$ cat src/hdl/eq_observe_pkg.sv
// Package for the retimer channel equalizer and observation register bank.
// Assumes an AHB-Lite slave; offsets below are word indices, byte address is four times.
package eq_observe_pkg;

  // ************************************************************
  // Register offsets
  // ************************************************************
  localparam logic [7:0] ADAPT_START_INDEX_OFS     = 8'h39;
  localparam logic [7:0] FIXED_BOOST_LOW_RATES_OFS = 8'h3A;
  localparam logic [7:0] FREQ_ERROR_COUNT_HIGH_OFS = 8'h3B;
  localparam logic [7:0] FREQ_ERROR_COUNT_LOW_OFS  = 8'h3C;
  localparam logic [7:0] RESERVED_BYTE_A_OFS       = 8'h3D;
  localparam logic [7:0] EYE_MONITOR_ENABLE_OFS    = 8'h3E;
  localparam logic [7:0] RESERVED_BYTE_B_OFS       = 8'h3F;
  localparam logic [7:0] EQ_TABLE_FIRST_OFS        = 8'h40;
  localparam logic [7:0] EQ_TABLE_LAST_OFS         = 8'h4F;
  localparam logic [7:0] SLICER_OFFSET_TRIM_OFS    = 8'h50;
  localparam logic [7:0] RESERVED_BYTE_C_OFS       = 8'h51;
  localparam logic [7:0] BOOST_READBACK_OFS        = 8'h52;
  localparam logic [7:0] RESERVED_BYTE_D_OFS       = 8'h53;
  localparam logic [7:0] DETECT_LOCK_STATUS_OFS    = 8'h54;
  localparam logic [7:0] OBSERVE_ADAPT_OPTIONS_OFS = 8'h55;
  localparam logic [7:0] INTERRUPT_ENABLE_OFS      = 8'h56;

  // ************************************************************
  // Reset values
  // ************************************************************
  localparam logic [7:0] ADAPT_START_INDEX_RST     = 8'h00;
  localparam logic [7:0] FIXED_BOOST_RST           = 8'h00;
  localparam logic [7:0] EYE_MONITOR_ENABLE_RST    = 8'h80;
  localparam logic [7:0] SLICER_OFFSET_TRIM_RST    = 8'h00;
  localparam logic [7:0] OBSERVE_ADAPT_OPTIONS_RST = 8'h00;
  localparam logic [7:0] INTERRUPT_ENABLE_RST      = 8'h00;
  localparam logic [7:0] RESERVED_RST              = 8'h00;
  localparam logic [7:0] EQ_TABLE_RST              = 8'h00;

  // ************************************************************
  // Field positions and limits
  // ************************************************************
  localparam int         START_INDEX_MSB     = 4;
  localparam int         EYE_MONITOR_BIT     = 7;
  localparam int         SLICER_SIGN_BIT     = 4;
  localparam int         SLICER_MAG_MSB      = 3;
  localparam logic [3:0] SLICER_MAG_MAX      = 4'hA;
  localparam int         SLICER_STEP_MV      = 5;
  localparam int         SIG_DETECT_BIT      = 7;
  localparam int         EQ_LIMIT_BIT        = 6;
  localparam int         LOCK_IRQ_BIT        = 1;
  localparam int         SIG_DETECT_IRQ_BIT  = 0;
  localparam int         ALT_EYE_FOM_BIT     = 4;
  localparam int         SUBRATE_ADAPT_BIT   = 0;
  localparam int         LOCK_IRQ_EN_BIT     = 3;
  localparam int         SIG_DETECT_IRQ_EN_BIT = 2;
  localparam int         STAGE3_LIMIT_BIT    = 2;

  // ************************************************************
  // AHB encodings
  // ************************************************************
  localparam logic [1:0] HTRANS_NONSEQ = 2'h2;
  localparam logic [1:0] HTRANS_SEQ    = 2'h3;
  localparam logic [2:0] HSIZE_WORD    = 3'h2;

  // ************************************************************
  // Carriers
  // ************************************************************
  typedef struct packed {
    logic [7:0] boost;
    logic       eq_limit;
  } eq_state_type;

  typedef struct packed {
    logic [7:0] horizontal_eye_opening;
    logic [7:0] vertical_eye_opening;
  } eye_pair_type;

  typedef struct packed {
    logic [4:0] start_index;
    logic [1:0] stage0;
    logic [1:0] stage1;
    logic [1:0] stage2;
    logic [1:0] stage3;
    logic       eye_monitor_en;
    logic       slicer_sign;
    logic [3:0] slicer_mag;
    logic       subrate_adapt_en;
    logic       alt_eye_fom;
  } control_type;

endpackage : eq_observe_pkg

$ cat src/hdl/retimer_channel_eq_observe_regs.sv
// Register bank for one retimer channel: equalizer adaptation controls and observation.
// Assumes a single-master AHB-Lite bus on hclk; channel status inputs are asynchronous.
`timescale 1ns/1ps

module retimer_channel_eq_observe_regs
(
  // Clock and reset
  input  wire logic                                   hclk,
  input  wire logic                                   hresetn,
  // AHB-Lite slave
  input  wire logic                                   hsel,
  input  wire logic [31:0]                            haddr,
  input  wire logic [1:0]                             htrans,
  input  wire logic                                   hwrite,
  input  wire logic [2:0]                             hsize,
  input  wire logic [31:0]                            hwdata,
  input  wire logic                                   hready,
  output logic      [31:0]                            hrdata,
  output logic                                        hreadyout,
  output logic                                        hresp,
  // Channel status, asynchronous
  input  wire logic                                   signal_detect,
  input  wire logic                                   cdr_lock,
  input  wire logic                                   adapt_done,
  input  wire logic [15:0]                            freq_error_count,
  input  wire eq_observe_pkg::eq_state_type           eq_state,
  input  wire eq_observe_pkg::eye_pair_type           eye_normal,
  input  wire eq_observe_pkg::eye_pair_type           eye_alternate,
  input  wire logic                                   low_divide_ratio,
  input  wire logic                                   subrate_divide,
  input  wire logic                                   eye_interval_tick,
  // Equalizer table lookup by adaptation
  input  wire logic [3:0]                             table_index,
  output logic      [7:0]                             table_entry,
  // Controls to the channel
  output eq_observe_pkg::control_type                 control,
  output logic                                        adapt_allowed,
  output logic                                        eye_check_pulse,
  output logic      [7:0]                             eye_observe_horizontal,
  output logic      [7:0]                             eye_observe_vertical,
  output logic                                        lock_irq_flag,
  output logic                                        sig_detect_irq_flag
);

  // ************************************************************
  // Input synchronisers
  // ************************************************************
  localparam int SYNC_W = 1 + 1 + 1 + 16 + 9 + 16 + 16 + 1 + 1 + 1;
  logic [SYNC_W-1:0] sync_a_reg;
  logic [SYNC_W-1:0] sync_b_reg;
  logic              sd_s;
  logic              lock_s;
  logic              done_s;
  logic [15:0]       ferr_s;
  eq_observe_pkg::eq_state_type eq_s;
  eq_observe_pkg::eye_pair_type eye_n_s;
  eq_observe_pkg::eye_pair_type eye_a_s;
  logic              low_div_s;
  logic              subrate_s;
  logic              tick_s;

  always_ff @(posedge hclk or negedge hresetn)
  begin
    if (!hresetn)
    begin
      sync_a_reg <= '0;
      sync_b_reg <= '0;
    end
    else
    begin
      sync_a_reg <= {signal_detect, cdr_lock, adapt_done, freq_error_count, eq_state,
                     eye_normal, eye_alternate, low_divide_ratio, subrate_divide,
                     eye_interval_tick};
      sync_b_reg <= sync_a_reg;
    end
  end

  assign {sd_s, lock_s, done_s, ferr_s, eq_s, eye_n_s, eye_a_s, low_div_s, subrate_s,
          tick_s} = sync_b_reg;

  // ************************************************************
  // Bus address phase capture
  // ************************************************************
  logic       wr_pend_reg;
  logic       rd_pend_reg;
  logic [7:0] addr_reg;
  logic       accept;

  assign accept = hsel && hready && htrans[1];

  always_ff @(posedge hclk or negedge hresetn)
  begin
    if (!hresetn)
    begin
      wr_pend_reg <= 1'b0;
      rd_pend_reg <= 1'b0;
      addr_reg    <= 8'h00;
    end
    else
    begin
      wr_pend_reg <= accept && hwrite && (haddr[1:0] == 2'h0);
      rd_pend_reg <= accept && !hwrite;
      if (accept)
        addr_reg <= haddr[9:2];
    end
  end

  // Word index of register at byte offset; offsets are word indices, the bus byte address is four times
  logic [7:0] wdata;
  logic [7:0] widx;
  assign wdata = hwdata[7:0];
  assign widx  = addr_reg;

  // ************************************************************
  // Control registers
  // ************************************************************
  logic [7:0] start_index_reg;
  logic [7:0] fixed_boost_reg;
  logic [7:0] eye_mon_reg;
  logic [7:0] slicer_reg;
  logic [7:0] options_reg;
  logic [7:0] irq_en_reg;
  logic [7:0] rsvd_reg [4];
  logic [7:0] eq_table [16];
  logic [3:0] mag_next;

  // Magnitudes above the limit are clamped to the limit
  assign mag_next = (wdata[3:0] > eq_observe_pkg::SLICER_MAG_MAX) ?
                    eq_observe_pkg::SLICER_MAG_MAX : wdata[3:0];

  always_ff @(posedge hclk or negedge hresetn)
  begin
    if (!hresetn)
    begin
      start_index_reg <= eq_observe_pkg::ADAPT_START_INDEX_RST;
      fixed_boost_reg <= eq_observe_pkg::FIXED_BOOST_RST;
      eye_mon_reg     <= eq_observe_pkg::EYE_MONITOR_ENABLE_RST;
      slicer_reg      <= eq_observe_pkg::SLICER_OFFSET_TRIM_RST;
      options_reg     <= eq_observe_pkg::OBSERVE_ADAPT_OPTIONS_RST;
      irq_en_reg      <= eq_observe_pkg::INTERRUPT_ENABLE_RST;
    end
    else if (wr_pend_reg)
    begin
      case (widx)
        eq_observe_pkg::ADAPT_START_INDEX_OFS:     start_index_reg <= wdata;
        eq_observe_pkg::FIXED_BOOST_LOW_RATES_OFS: fixed_boost_reg <= wdata;
        eq_observe_pkg::EYE_MONITOR_ENABLE_OFS:    eye_mon_reg     <= wdata;
        eq_observe_pkg::SLICER_OFFSET_TRIM_OFS:    slicer_reg <= {wdata[7:4], mag_next};
        eq_observe_pkg::OBSERVE_ADAPT_OPTIONS_OFS: options_reg     <= wdata;
        eq_observe_pkg::INTERRUPT_ENABLE_OFS:      irq_en_reg      <= wdata;
        default:                                   ;
      endcase
    end
  end

  // Reserved bytes simply hold what was written
  genvar gi;
  generate
    for (gi = 0; gi < 4; gi++)
    begin : g_rsvd
      localparam logic [7:0] OFS = (gi == 0) ? eq_observe_pkg::RESERVED_BYTE_A_OFS :
                                   (gi == 1) ? eq_observe_pkg::RESERVED_BYTE_B_OFS :
                                   (gi == 2) ? eq_observe_pkg::RESERVED_BYTE_C_OFS :
                                               eq_observe_pkg::RESERVED_BYTE_D_OFS;
      always_ff @(posedge hclk or negedge hresetn)
      begin
        if (!hresetn)
          rsvd_reg[gi] <= eq_observe_pkg::RESERVED_RST;
        else if (wr_pend_reg && widx == OFS)
          rsvd_reg[gi] <= wdata;
      end
    end
    for (gi = 0; gi < 16; gi++)
    begin : g_table
      always_ff @(posedge hclk or negedge hresetn)
      begin
        if (!hresetn)
          eq_table[gi] <= eq_observe_pkg::EQ_TABLE_RST;
        else if (wr_pend_reg && widx == eq_observe_pkg::EQ_TABLE_FIRST_OFS + 8'(gi))
          eq_table[gi] <= wdata;
      end
    end
  endgenerate

  // ************************************************************
  // Interrupt flags, set by status, cleared on read of detect_lock_status
  // ************************************************************
  logic lock_d_reg;
  logic sd_d_reg;
  logic lock_flag_reg;
  logic sd_flag_reg;
  logic status_read;

  assign status_read = rd_pend_reg && widx == eq_observe_pkg::DETECT_LOCK_STATUS_OFS;

  always_ff @(posedge hclk or negedge hresetn)
  begin
    if (!hresetn)
    begin
      lock_d_reg    <= 1'b0;
      sd_d_reg      <= 1'b0;
      lock_flag_reg <= 1'b0;
      sd_flag_reg   <= 1'b0;
    end
    else
    begin
      lock_d_reg <= lock_s;
      sd_d_reg   <= sd_s;
      // Set wins over the read clear
      if (irq_en_reg[eq_observe_pkg::LOCK_IRQ_EN_BIT] && lock_s && !lock_d_reg)
        lock_flag_reg <= 1'b1;
      else if (status_read || !irq_en_reg[eq_observe_pkg::LOCK_IRQ_EN_BIT])
        lock_flag_reg <= 1'b0;
      if (irq_en_reg[eq_observe_pkg::SIG_DETECT_IRQ_EN_BIT] && sd_s && !sd_d_reg)
        sd_flag_reg <= 1'b1;
      else if (status_read || !irq_en_reg[eq_observe_pkg::SIG_DETECT_IRQ_EN_BIT])
        sd_flag_reg <= 1'b0;
    end
  end

  // ************************************************************
  // Eye monitor scheduling
  // ************************************************************
  logic tick_d_reg;
  logic eye_pulse_reg;

  always_ff @(posedge hclk or negedge hresetn)
  begin
    if (!hresetn)
    begin
      tick_d_reg    <= 1'b0;
      eye_pulse_reg <= 1'b0;
    end
    else
    begin
      tick_d_reg    <= tick_s;
      eye_pulse_reg <= eye_mon_reg[eq_observe_pkg::EYE_MONITOR_BIT] && lock_s && done_s &&
                       tick_s && !tick_d_reg;
    end
  end

  // ************************************************************
  // Read data and outputs
  // ************************************************************
  logic [7:0] status_byte;
  logic [7:0] rd_byte;
  eq_observe_pkg::eye_pair_type eye_sel;

  assign status_byte = {sd_s,
                        eq_s.eq_limit,
                        4'h0, lock_flag_reg, sd_flag_reg};
  assign eye_sel = options_reg[eq_observe_pkg::ALT_EYE_FOM_BIT] ? eye_a_s : eye_n_s;

  always_comb
  begin
    rd_byte = 8'h00;
    if (widx >= eq_observe_pkg::EQ_TABLE_FIRST_OFS && widx <= eq_observe_pkg::EQ_TABLE_LAST_OFS)
      rd_byte = eq_table[widx[3:0]];
    else
    begin
      case (widx)
        eq_observe_pkg::ADAPT_START_INDEX_OFS:     rd_byte = start_index_reg;
        eq_observe_pkg::FIXED_BOOST_LOW_RATES_OFS: rd_byte = fixed_boost_reg;
        eq_observe_pkg::FREQ_ERROR_COUNT_HIGH_OFS: rd_byte = ferr_s[15:8];
        eq_observe_pkg::FREQ_ERROR_COUNT_LOW_OFS:  rd_byte = ferr_s[7:0];
        eq_observe_pkg::RESERVED_BYTE_A_OFS:       rd_byte = rsvd_reg[0];
        eq_observe_pkg::EYE_MONITOR_ENABLE_OFS:    rd_byte = eye_mon_reg;
        eq_observe_pkg::RESERVED_BYTE_B_OFS:       rd_byte = rsvd_reg[1];
        eq_observe_pkg::SLICER_OFFSET_TRIM_OFS:    rd_byte = slicer_reg;
        eq_observe_pkg::RESERVED_BYTE_C_OFS:       rd_byte = rsvd_reg[2];
        eq_observe_pkg::BOOST_READBACK_OFS:        rd_byte = eq_s.boost;
        eq_observe_pkg::RESERVED_BYTE_D_OFS:       rd_byte = rsvd_reg[3];
        eq_observe_pkg::DETECT_LOCK_STATUS_OFS:    rd_byte = status_byte;
        eq_observe_pkg::OBSERVE_ADAPT_OPTIONS_OFS: rd_byte = options_reg;
        eq_observe_pkg::INTERRUPT_ENABLE_OFS:      rd_byte = irq_en_reg;
        default:                                   rd_byte = 8'h00;
      endcase
    end
  end

  always_ff @(posedge hclk or negedge hresetn)
  begin
    if (!hresetn)
    begin
      hrdata                 <= 32'h0000_0000;
      hreadyout              <= 1'b1;
      hresp                  <= 1'b0;
      control                <= '0;
      adapt_allowed          <= 1'b0;
      eye_check_pulse        <= 1'b0;
      eye_observe_horizontal <= 8'h00;
      eye_observe_vertical   <= 8'h00;
      lock_irq_flag          <= 1'b0;
      sig_detect_irq_flag    <= 1'b0;
      table_entry            <= 8'h00;
    end
    else
    begin
      // Reads take one wait state so the data stands at the end of the data phase
      hreadyout <= !(accept && !hwrite);
      hresp     <= 1'b0;
      hrdata    <= accept ? 32'h0000_0000 : hrdata;
      if (rd_pend_reg)
        hrdata <= {24'h00_0000, rd_byte};
      control.start_index      <= start_index_reg[eq_observe_pkg::START_INDEX_MSB:0];
      control.stage0           <= fixed_boost_reg[7:6];
      control.stage1           <= fixed_boost_reg[5:4];
      control.stage2           <= fixed_boost_reg[3:2];
      control.stage3           <= fixed_boost_reg[1:0];
      control.eye_monitor_en   <= eye_mon_reg[eq_observe_pkg::EYE_MONITOR_BIT];
      control.slicer_sign      <= slicer_reg[eq_observe_pkg::SLICER_SIGN_BIT];
      control.slicer_mag       <= slicer_reg[eq_observe_pkg::SLICER_MAG_MSB:0];
      control.subrate_adapt_en <= options_reg[eq_observe_pkg::SUBRATE_ADAPT_BIT];
      control.alt_eye_fom      <= options_reg[eq_observe_pkg::ALT_EYE_FOM_BIT];
      adapt_allowed            <= !subrate_s ||
                                  options_reg[eq_observe_pkg::SUBRATE_ADAPT_BIT];
      eye_check_pulse          <= eye_pulse_reg;
      eye_observe_horizontal   <= eye_sel.horizontal_eye_opening;
      eye_observe_vertical     <= eye_sel.vertical_eye_opening;
      lock_irq_flag            <= lock_flag_reg;
      sig_detect_irq_flag      <= sd_flag_reg;
      table_entry              <= eq_table[table_index];
    end
  end

endmodule : retimer_channel_eq_observe_regs

$ cat config.mk
export PLATFORM = sky130hd
export DESIGN_NAME = retimer_channel_eq_observe_regs
export DESIGN_NICKNAME = d
export VERILOG_FILES = /design/src/hdl/eq_observe_pkg.sv /design/src/hdl/retimer_channel_eq_observe_regs.sv
export SDC_FILE = /design/constraint.sdc
export NUM_CORES = 1
export LEC_CHECK = 0
export BUFFER_PORTS_ARGS = -buffer_cell sky130_fd_sc_hd__buf_2
export CAP_MARGIN = 20
export CORE_AREA = 2 2 174 176
export CTS_CLUSTER_DIAMETER = 120
export DETAILED_ROUTE_END_ITERATION = 10
export DIE_AREA = 0 0 176 178
export GPL_TIMING_DRIVEN = 0
export PLACE_DENSITY = 0.89
export SLEW_MARGIN = 20
export SYNTH_ARGS = -nofsm -noshare
export SYNTH_HDL_FRONTEND = slang
export SYNTH_SLANG_ARGS = --single-unit
$ cat constraint.sdc
create_clock -name hclk -period 2.5 [get_ports hclk]
set_input_delay 0.75 -clock hclk [delete_from_list [all_inputs] [get_ports hclk]]
set_output_delay 0.75 -clock hclk [all_outputs]
set_load 0.02 [all_outputs]
After elaboration in Yosys (flattened, before gate mapping)
Cells that the tools add are included.

Register bits: 432. Input port bits: 141. Output and inout bits: 83.

Magnitude comparators: 5. Equality and inequality tests: 30. Mux-type cells: 16. Bitwise operators: 2. Reduce and logical (&&, ||, !) cells: 56.

Operators with widths (count): $eq 8x7->1 const B (23); $pmux 8 s14 (1); $bmux 8 s4 (2); $mux 32 (2); $eq 8x6->1 const B (7); $mux 8 (5); $logic_and 1x1->1 (35); $mux 16 (1); $reduce_and 2->1 (6); $ge 5x5->1 const B (2); $not 4->5 (2); $ge 8x7->1 const B (1); $le 8x7->1 const B (1); $logic_not 1->1 (8); $reduce_bool 2->1 (3); $gt 4x4->1 const B (1); $mux 1 (4); $mux 4 (1); $logic_or 1x1->1 (3); $logic_not 2->1 (1).

Logic depth before layout (Yosys ltp)
Gate-level depths: netlist of run 1.

Word-level depth: 6. Gate-level depth with buffers: 9.

Worst setup path before layout of run 1
No wires, ideal clock.

Kind: in2reg. From: input port table_index[0]. To: register table_entry[0]. Library setup time: 0.138 ns. Arrival: 2.240 ns. Data required time: 2.362 ns. Setup slack: 0.122 ns. Stages on the path: 4. Cells stage by stage: clkbuf_1 > buf_2 > mux4_2 > mux4_2.

Longest elaborated chain between the ends: 4.

RTL lines: start, declared (line retimer_channel_eq_observe_regs.sv:33) `input wire logic [3:0] table_index,`; $not 4->5 (implied by the code) (line retimer_channel_eq_observe_regs.sv:322) `table_entry <= eq_table[table_index];`; $bmux 8 s4 (line retimer_channel_eq_observe_regs.sv:322); $mux 8 (implied by the code) (2 in series) (line retimer_channel_eq_observe_regs.sv:322); end signal, assigned (line retimer_channel_eq_observe_regs.sv:322); end, declared (line retimer_channel_eq_observe_regs.sv:34) `output logic [7:0] table_entry,`.

Every way passes these cells. The select of a mux whose other input is x is not followed. A chain may end at the register's enable or synchronous reset.

Worst setup path in the final report of run 1
From: register addr_reg[1]. To: register hrdata[2].

Longest elaborated chain between the ends: 6.

RTL lines: start, declared (line retimer_channel_eq_observe_regs.sv:86) `logic [7:0] addr_reg;`; start signal, assigned (line retimer_channel_eq_observe_regs.sv:104) `addr_reg <= haddr[9:2];`; $not 4->5 (implied by the code) (line retimer_channel_eq_observe_regs.sv:258) `rd_byte = eq_table[widx[3:0]];`; $bmux 8 s4 (line retimer_channel_eq_observe_regs.sv:258); $mux 8 (implied by the code) (2 in series) (line retimer_channel_eq_observe_regs.sv:258); $mux 8 (*) (line retimer_channel_eq_observe_regs.sv:257) `if (widx >= eq_observe_pkg::EQ_TABLE_FIRST_OFS && widx <= eq_observe_pkg::EQ_TABLE_LAST_OFS)`; $mux 32 (*) (line retimer_channel_eq_observe_regs.sv:303) `if (rd_pend_reg)`; end signal, assigned (line retimer_channel_eq_observe_regs.sv:302) `hrdata <= accept ? 32'h0000_0000 : hrdata;`; end signal, assigned (line retimer_channel_eq_observe_regs.sv:304) `hrdata <= {24'h00_0000, rd_byte};`; end, declared (line retimer_channel_eq_observe_regs.sv:18) `output logic [31:0] hrdata,`.

Every way passes the cells marked *; elsewhere a longest branch is shown, timed or not. The select of a mux whose other input is x is not followed.

==> key figures, run 1 <==
Status
  • Status: completed

Timing
  • Rel. slew slack: about 47%
  • Fin. Hold Viols: 0
  • Worst Tran Pin Value: 0.791 ns
  • Final Max Slew Viols: 0
  • Fmax: 403 MHz
  • Count of final setup violators: 0
  • Period minus WS final: roughly 2.5 ns
  • Unrepaired setup endpoints after global routing: yes
  • Clock skew: 0.0244 ns
  • Final period util: 99.2%

GRT
  • Vias in the first global route: approximately 11000
  • First-pass GRT wire length: 62400 um
  • Largest net degree at the start of global routing: 112
  • Total track usage: a little over a quarter
  • Total gr overflow: 0
  • Antenna violations before repair: 2

Critical path
  • Worst setup SP type: flop
  • R2r setup slk: 0.02 ns
  • Reg-to-Reg Start: addr_reg[1]$_DFFE_PN0P_
  • Cells on worst reg2reg path: 7
  • Worst r2r dst: hrdata[2]$_DFFE_PN0P_
  • Arrival time worst endpoint: 2.88 ns
  • Worst EP required: 2.90 ns
  • Setup crit end: hrdata[2]$_DFFE_PN0P_
  • CP Class: flop to flop
  • Worst Setup SP: addr_reg[1]$_DFFE_PN0P_
  • CP Max Fanout: 10
  • Worst setup EP type: flop

Routing
  • Final wirelength: 40400 um
  • Via-per-instance ratio: 6.09
  • Detail Route Antenna Nets: 0
  • Vias: 10300
  • Drt drc: 0
  • Initial DRC count: 1182
  • First-pass detailed-route iteration total: 5
  • Drt wl/cell: 23.9 um

Logic synthesis
  • Yosys warns: 0
  • Async S/R FF share, synth: 100%
  • EDFF count, synth: 0
  • Synth Instances: 1052
  • Yosys cell types: 59
  • Seq cells post-synth: slightly above 400
  • Share of the yosys chip area belonging to registers: 61.3%
  • Ys flop type: dfrtp_1
  • Post-synthesis average cell area: 15.7 um^2
  • Mapped cell area: 16600 um^2

Hold path
  • Min-delay worst type: primary input to asynchronous set/reset pin

Placement
  • DP HPWL: 27600 um
  • Routability-driven placement congestion ratio: 0.979
  • Inst Count DP: around 1600
  • IO Port Bufs: roughly 140
  • Area after DPL: 18000 um^2

Clock tree
  • Hold Buf Count CTS: 0
  • Clk Latency, worst-skew pair: 0.56 ns
  • CTS H-tree depth: 2
  • CTS Root Cell: clkbuf_16
  • Clock slew at reported path FFs: 0.06 ns
  • Post-CTS Setup Inserts: 0
  • CTS max path bufs: 3
  • CTS tree: done
  • Clk sinks: approximately 410
  • Cts bufs inserted: between 40 and 50

Final layout
  • Max reg flops: approximately 130
  • Multi-input logic area: 5940 um^2
  • Fin cells: 1691
  • Layout Nets: ~1400
  • Final instance area: 19500 um^2
  • Fillcell total: roughly 2000
  • Area growth syn-to-layout: 17.7%
  • Share of cells above drive strength 1: roughly 46%
  • Reg area: approximately 10000 um^2

Pwr
  • Static Leak: 0.00873 uW
  • Worst vdd ir: 0.000676 V
  • Power density cells: a little under 800 nW/um^2

Floorplanning
  • Initial Utilization: 56.3%
  • I/O pin cnt: 224
  • Die width: between 150 and 200 um
  • Die Area: ~31000 um^2
  • Die H: 178 um
  • # rows: 63
  • Core area: 29400 um^2

Run
  • Max_cap viols: 0
-- power breakdown --
group          internal, uW  switching, uW
Clock                  4060           2620
Combinational           771           1060
Sequential             6860            157
Total                 11700           3830
-- worst max-delay path, cell delays in order (launching register included) --
cell,delay [ns]
dfrtp_1,0.33
buf_2,0.23
buf_2,0.36
mux4_2,0.38
mux2i_1,0.19
nor2_1,0.08
a2111oi_0,0.64
a31oi_1,0.11
-- worst min path at each step --
stage	endpoint
2_1_floorplan	eye_check_pulse$_DFF_PN0_
3_3_place_gp	sync_b_reg[22]$_DFF_PN0_
3_5_place_dp	sync_b_reg[15]$_DFF_PN0_
4_1_cts	eye_observe_vertical[1]$_DFF_PN0_
5_1_grt	eye_observe_vertical[2]$_DFF_PN0_
6_report	sync_b_reg[30]$_DFF_PN0_
-- cells in the final DEF, fill, tap and decap left out, types with 5 or more instances in the layout --
master,netlist,routed
clkbuf_8,0,10
a22oi_1,15,15
o21ai_0,10,10
mux2_2,223,223
dfrtp_1,404,404
nor3_1,8,8
o22ai_1,9,9
and3_1,6,6
nor2_1,12,12
a21oi_1,6,6
nand2_1,42,42
nand4_1,7,7
buf_1,5,5
a31oi_1,7,7
clkbuf_1,35,42
nor2_2,7,7
buf_6,5,5
a221oi_1,6,6
nand2_2,8,8
mux4_2,73,73
conb_1,1,25
inv_1,5,5
mux2i_1,7,7
nor2b_1,9,9
buf_2,26,167
a22o_1,15,15
nand3_1,8,8
buf_4,25,25
clkbuf_16,0,42
mux2_1,6,6
bufinv_16,0,6
-- synth_stat cells (8+ instances only) --
cell type  count  area [um^2]
dfrtp_1      404        10100
mux2_2       223         2510
mux4_2        73         1640
nand2_1       42          158
clkbuf_1      35          131
buf_2         26          130
buf_4         25          188
a22o_1        15          131
a22oi_1       15          113
nor2_1        12         45.0
o21ai_0       10         50.1
nor2b_1        9         56.3
o22ai_1        9         56.3
nand2_2        8         50.1
nand3_1        8         40.0
nor3_1         8         40.0
-- kinds of logic (layout without fill, tap and decap cells) --
group	count (synthesis)	count (layout)	share of synthesized area, %
AOI/OAI and AO/OA	102	102	4.58
buffers and inverters	103	327	3.39
DFF	406	406	61.3
muxes	313	313	26.5
other	1	26	0.0226
and+or+nand+nor	127	127	4.11
-- routing by layer --
metal / wire length, um / vias up / track usage, %
li1: - / 4292 / -
met1: 15500 / 5236 / 36.2
met2: 18900 / 659 / 41.0
met3: 4450 / 111 / 7.10
met4: 1600 / 2 / 11.1
met5: 13 / - / 0
-- per-stage QoR --
| stage | worst slack, ns | power (uW) | TNS [ns] | utilization, % | hold slack, ns |
|---|---|---|---|---|---|
| floorplan | 0.122 | 8200 | 0 | - | 0.331 |
| global placement | -6.73 | 8810 | -2711.49 | 60.7 | 0.331 |
| detailed placement | -0.198 | 8890 | -1.43 | 61.1 | 0.335 |
| CTS | 0.00358 | 15600 | 0 | 66.3 | 0.128 |
| global route | -0.00360 | 16000 | -0.00360 | 66.3 | 0.153 |
| finish | 0.0188 | 15500 | 0 | 66.3 | 0.133 |
-- final cells by class --
class | instances | area share, %
diodes | 1 | 0.0128
clock inverters | 17 | 1.48
repair buffers | 147 | 4.30
flip-flops and latches | 406 | 52.1
plain buffers | 97 | 2.77
clock buffers | 60 | 6.25
multi-input cells | 567 | 30.5
well taps | 390 | 2.50
inverters | 6 | 0.115
-- repair_timing --
item                                    4_1_cts  5_1_grt
gates resized for setup                       0        3
hold endpoints to repair                      0        0
endpoints found under the setup margin        0        4
(Power assumes the default switching activity.)
==> run 2: changes to the inputs <==
PLACE_DENSITY = not set   (was 0.89)
PLACE_DENSITY_LB_ADDON = 0.12   (was not set)
==> key figures, run 2 (synthesis gave the netlist of run 1 again) <==
Routing
  • Drt wl/cell: 23.5 um
  • Vias: 9865
  • Drt drc: 0
  • First-pass detailed-route iteration total: 5
  • Via-per-instance ratio: 5.85
  • Initial DRC count: 819
  • Detail Route Antenna Nets: 0
  • Final wirelength: 39600 um

Final layout
  • Reg area: between 10000 and 15000 um^2
  • Max reg flops: 128
  • Final instance area: 19300 um^2
  • Layout Nets: 1407
  • Fillcell total: between 2000 and 2500
  • Area growth syn-to-layout: 16.8%
  • Multi-input logic area: between 5000 and 6000 um^2
  • Most frequent cells in the layout: dfrtp_1, mux2_2, buf_2
  • Commonest non-fill, non-tap cell in the layout: dfrtp_1
  • Share of cells above drive strength 1: between 40% and 50%

Critical path
  • Worst EP required: roughly 3 ns
  • Worst setup SP type: flop
  • CP Max Fanout: 10
  • Worst setup EP type: flop
  • Slowest-stage cell, CP: o32ai_1
  • CP Cell Sequence: nand4bb_1 > or2_1 > clkbuf_1 > buf_2 > o32ai_1 > a222oi_1 > a31oi_1
  • Reg-to-Reg Start: addr_reg[7]$_DFFE_PN0P_
  • Cells on worst reg2reg path: 7
  • R2r setup slk: 0.08 ns
  • Worst r2r dst: hrdata[6]$_DFFE_PN0P_
  • CP Class: flop to flop
  • Max incr delay on CP: approximately 0.49 ns
  • Arrival time worst endpoint: between 2 and 3 ns

Floorplanning
  • # rows: 63
  • Die Area: 31300 um^2
  • I/O pin cnt: approximately 220
  • Core area: 29400 um^2
  • Initial Utilization: 56.3%
  • Die H: 178 um
  • Die width: 176 um

Pwr
  • Logic pwr share: about an eighth
  • Power density cells: between 700 and 800 nW/um^2
  • Total power: 14800 uW
  • Worst vdd ir: 0.000707 V
  • Static Leak: 0.00865 uW
  • Clock Power Share: 40.3%
  • Psw: ~3700 uW
  • Switch share: between 20% and 30%
  • Cell Int Power: 11200 uW
  • Sequential power share: a little under half

Clock tree
  • CTS tree: done
  • CTS H-tree depth: 2
  • Clk Latency, worst-skew pair: 0.54 ns
  • Clk sinks: 406
  • Cts bufs inserted: 41
  • Hold Buf Count CTS: 0
  • CTS Root Cell: clkbuf_16
  • CTS max path bufs: 3
  • Clock slew at reported path FFs: around 0.060 ns

GRT
  • Antenna violations before repair: 1
  • First-pass GRT wire length: 60600 um
  • Total gr overflow: 0
  • Largest net degree at the start of global routing: 101
  • Total track usage: about a quarter
  • Vias in the first global route: 9847

Run
  • Max_cap viols: 0

Status
  • Status: completed

Placement
  • Area after DPL: between 15000 and 20000 um^2
  • DP HPWL: roughly 28000 um
  • Routability-driven placement congestion ratio: 0.927
  • IO Port Bufs: 142

Timing
  • Fmax: 414 MHz
  • Final period util: between 90% and 100%
  • Worst Tran Pin Value: 0.795 ns
  • Rel. slew slack: 47.0%
  • Period minus WS final: 2.42 ns
  • Fin Setup TNS: 0 ns
  • Final Max Slew Viols: 0
  • Fin. Hold Viols: 0
  • Clock skew: 0.0157 ns
  • Count of final setup violators: 0
  • Unrepaired setup endpoints after global routing: no

Hold path
  • Min-delay worst type: primary input to asynchronous set/reset pin
## run 2: changes by cell type in the layout (fill, tap and decap cells not counted), moves of 2 or more
cell | before | now
bufinv_16 | 6 | 3
clkbuf_1 | 42 | 44
clkbuf_8 | 10 | 6
clkinv_2 | 4 | 8
inv_16 | 2 | 0
## run 2: worst max-delay path by stage
stage / start / slack, ns / endpoint / depth (start not counted)
global route: addr_reg[7]$_DFFE_PN0P_ / 0.03 / hrdata[1]$_DFFE_PN0P_ / 7
finish: addr_reg[7]$_DFFE_PN0P_ / 0.08 / hrdata[6]$_DFFE_PN0P_ / 7
global placement: hresetn / -7.12 / sync_a_reg[61]$_DFF_PN0_ / 1
floorplan: table_index[0] / 0.12 / table_entry[0]$_DFF_PN0_ / 4
CTS: addr_reg[5]$_DFFE_PN0P_ / 0.01 / rsvd_reg[15]$_DFFE_PN0P_ / 4
detailed placement: table_index[0] / -0.20 / table_entry[4]$_DFF_PN0_ / 4
## run 2: per-layer routing
layer,wire (um),global-route usage [%]
met4,1130,7.99
met3,3450,6.71
met2,17300,37.4
met1,17800,40.2
met5,9,0
## run 2: critical path: cells and delay by family, from the launching register on
kind | cells | cell delay (ns)
AND/OR/NAND/NOR | 2 | 0.70
AO/OA/AOI/OAI | 3 | 0.83
flip-flops | 1 | 0.44
buffers and inverters | 2 | 0.37
## run 2: power by group through the flow
stage          Combinational (uW)  Clock (uW)  Sequential (uW)
3_3_place_gp                 1770           0             7110
2_1_floorplan                1070           0             7120
5_1_grt                      1950        6390             7040
6_report                     1840        5970             7010
3_5_place_dp                 1820           0             7120
4_1_cts                      1830        6110             7010
## run 2: final cells by class
cell class                 instances  area share (%)
timing repair buffer             147            4.44
clock buffer                      57            5.92
inverter                           6           0.116
multi-input combinational        567            30.8
clock inverter                    15           0.841
buffer                            97            2.79
sequential                       406            52.5
antenna                            1          0.0129
tap                              390            2.52
## run 2: metrics by stage
step	cells	util (%)	hold WS (ns)	setup WS (ns)
floorplan	1076	-	0.331	0.122
global placement	1608	60.7	0.331	-7.12
detailed placement	1613	61.2	0.335	-0.196
CTS	1685	65.7	0.106	0.0113
global route	1685	65.8	0.124	0.0310
finish	1686	65.8	0.0982	0.0841
## run 2: repair_timing
action	CTS	global route
endpoints found under the setup margin	4	80
setup buffers	0	0
gates cloned	0	0
gates resized for setup	1	4
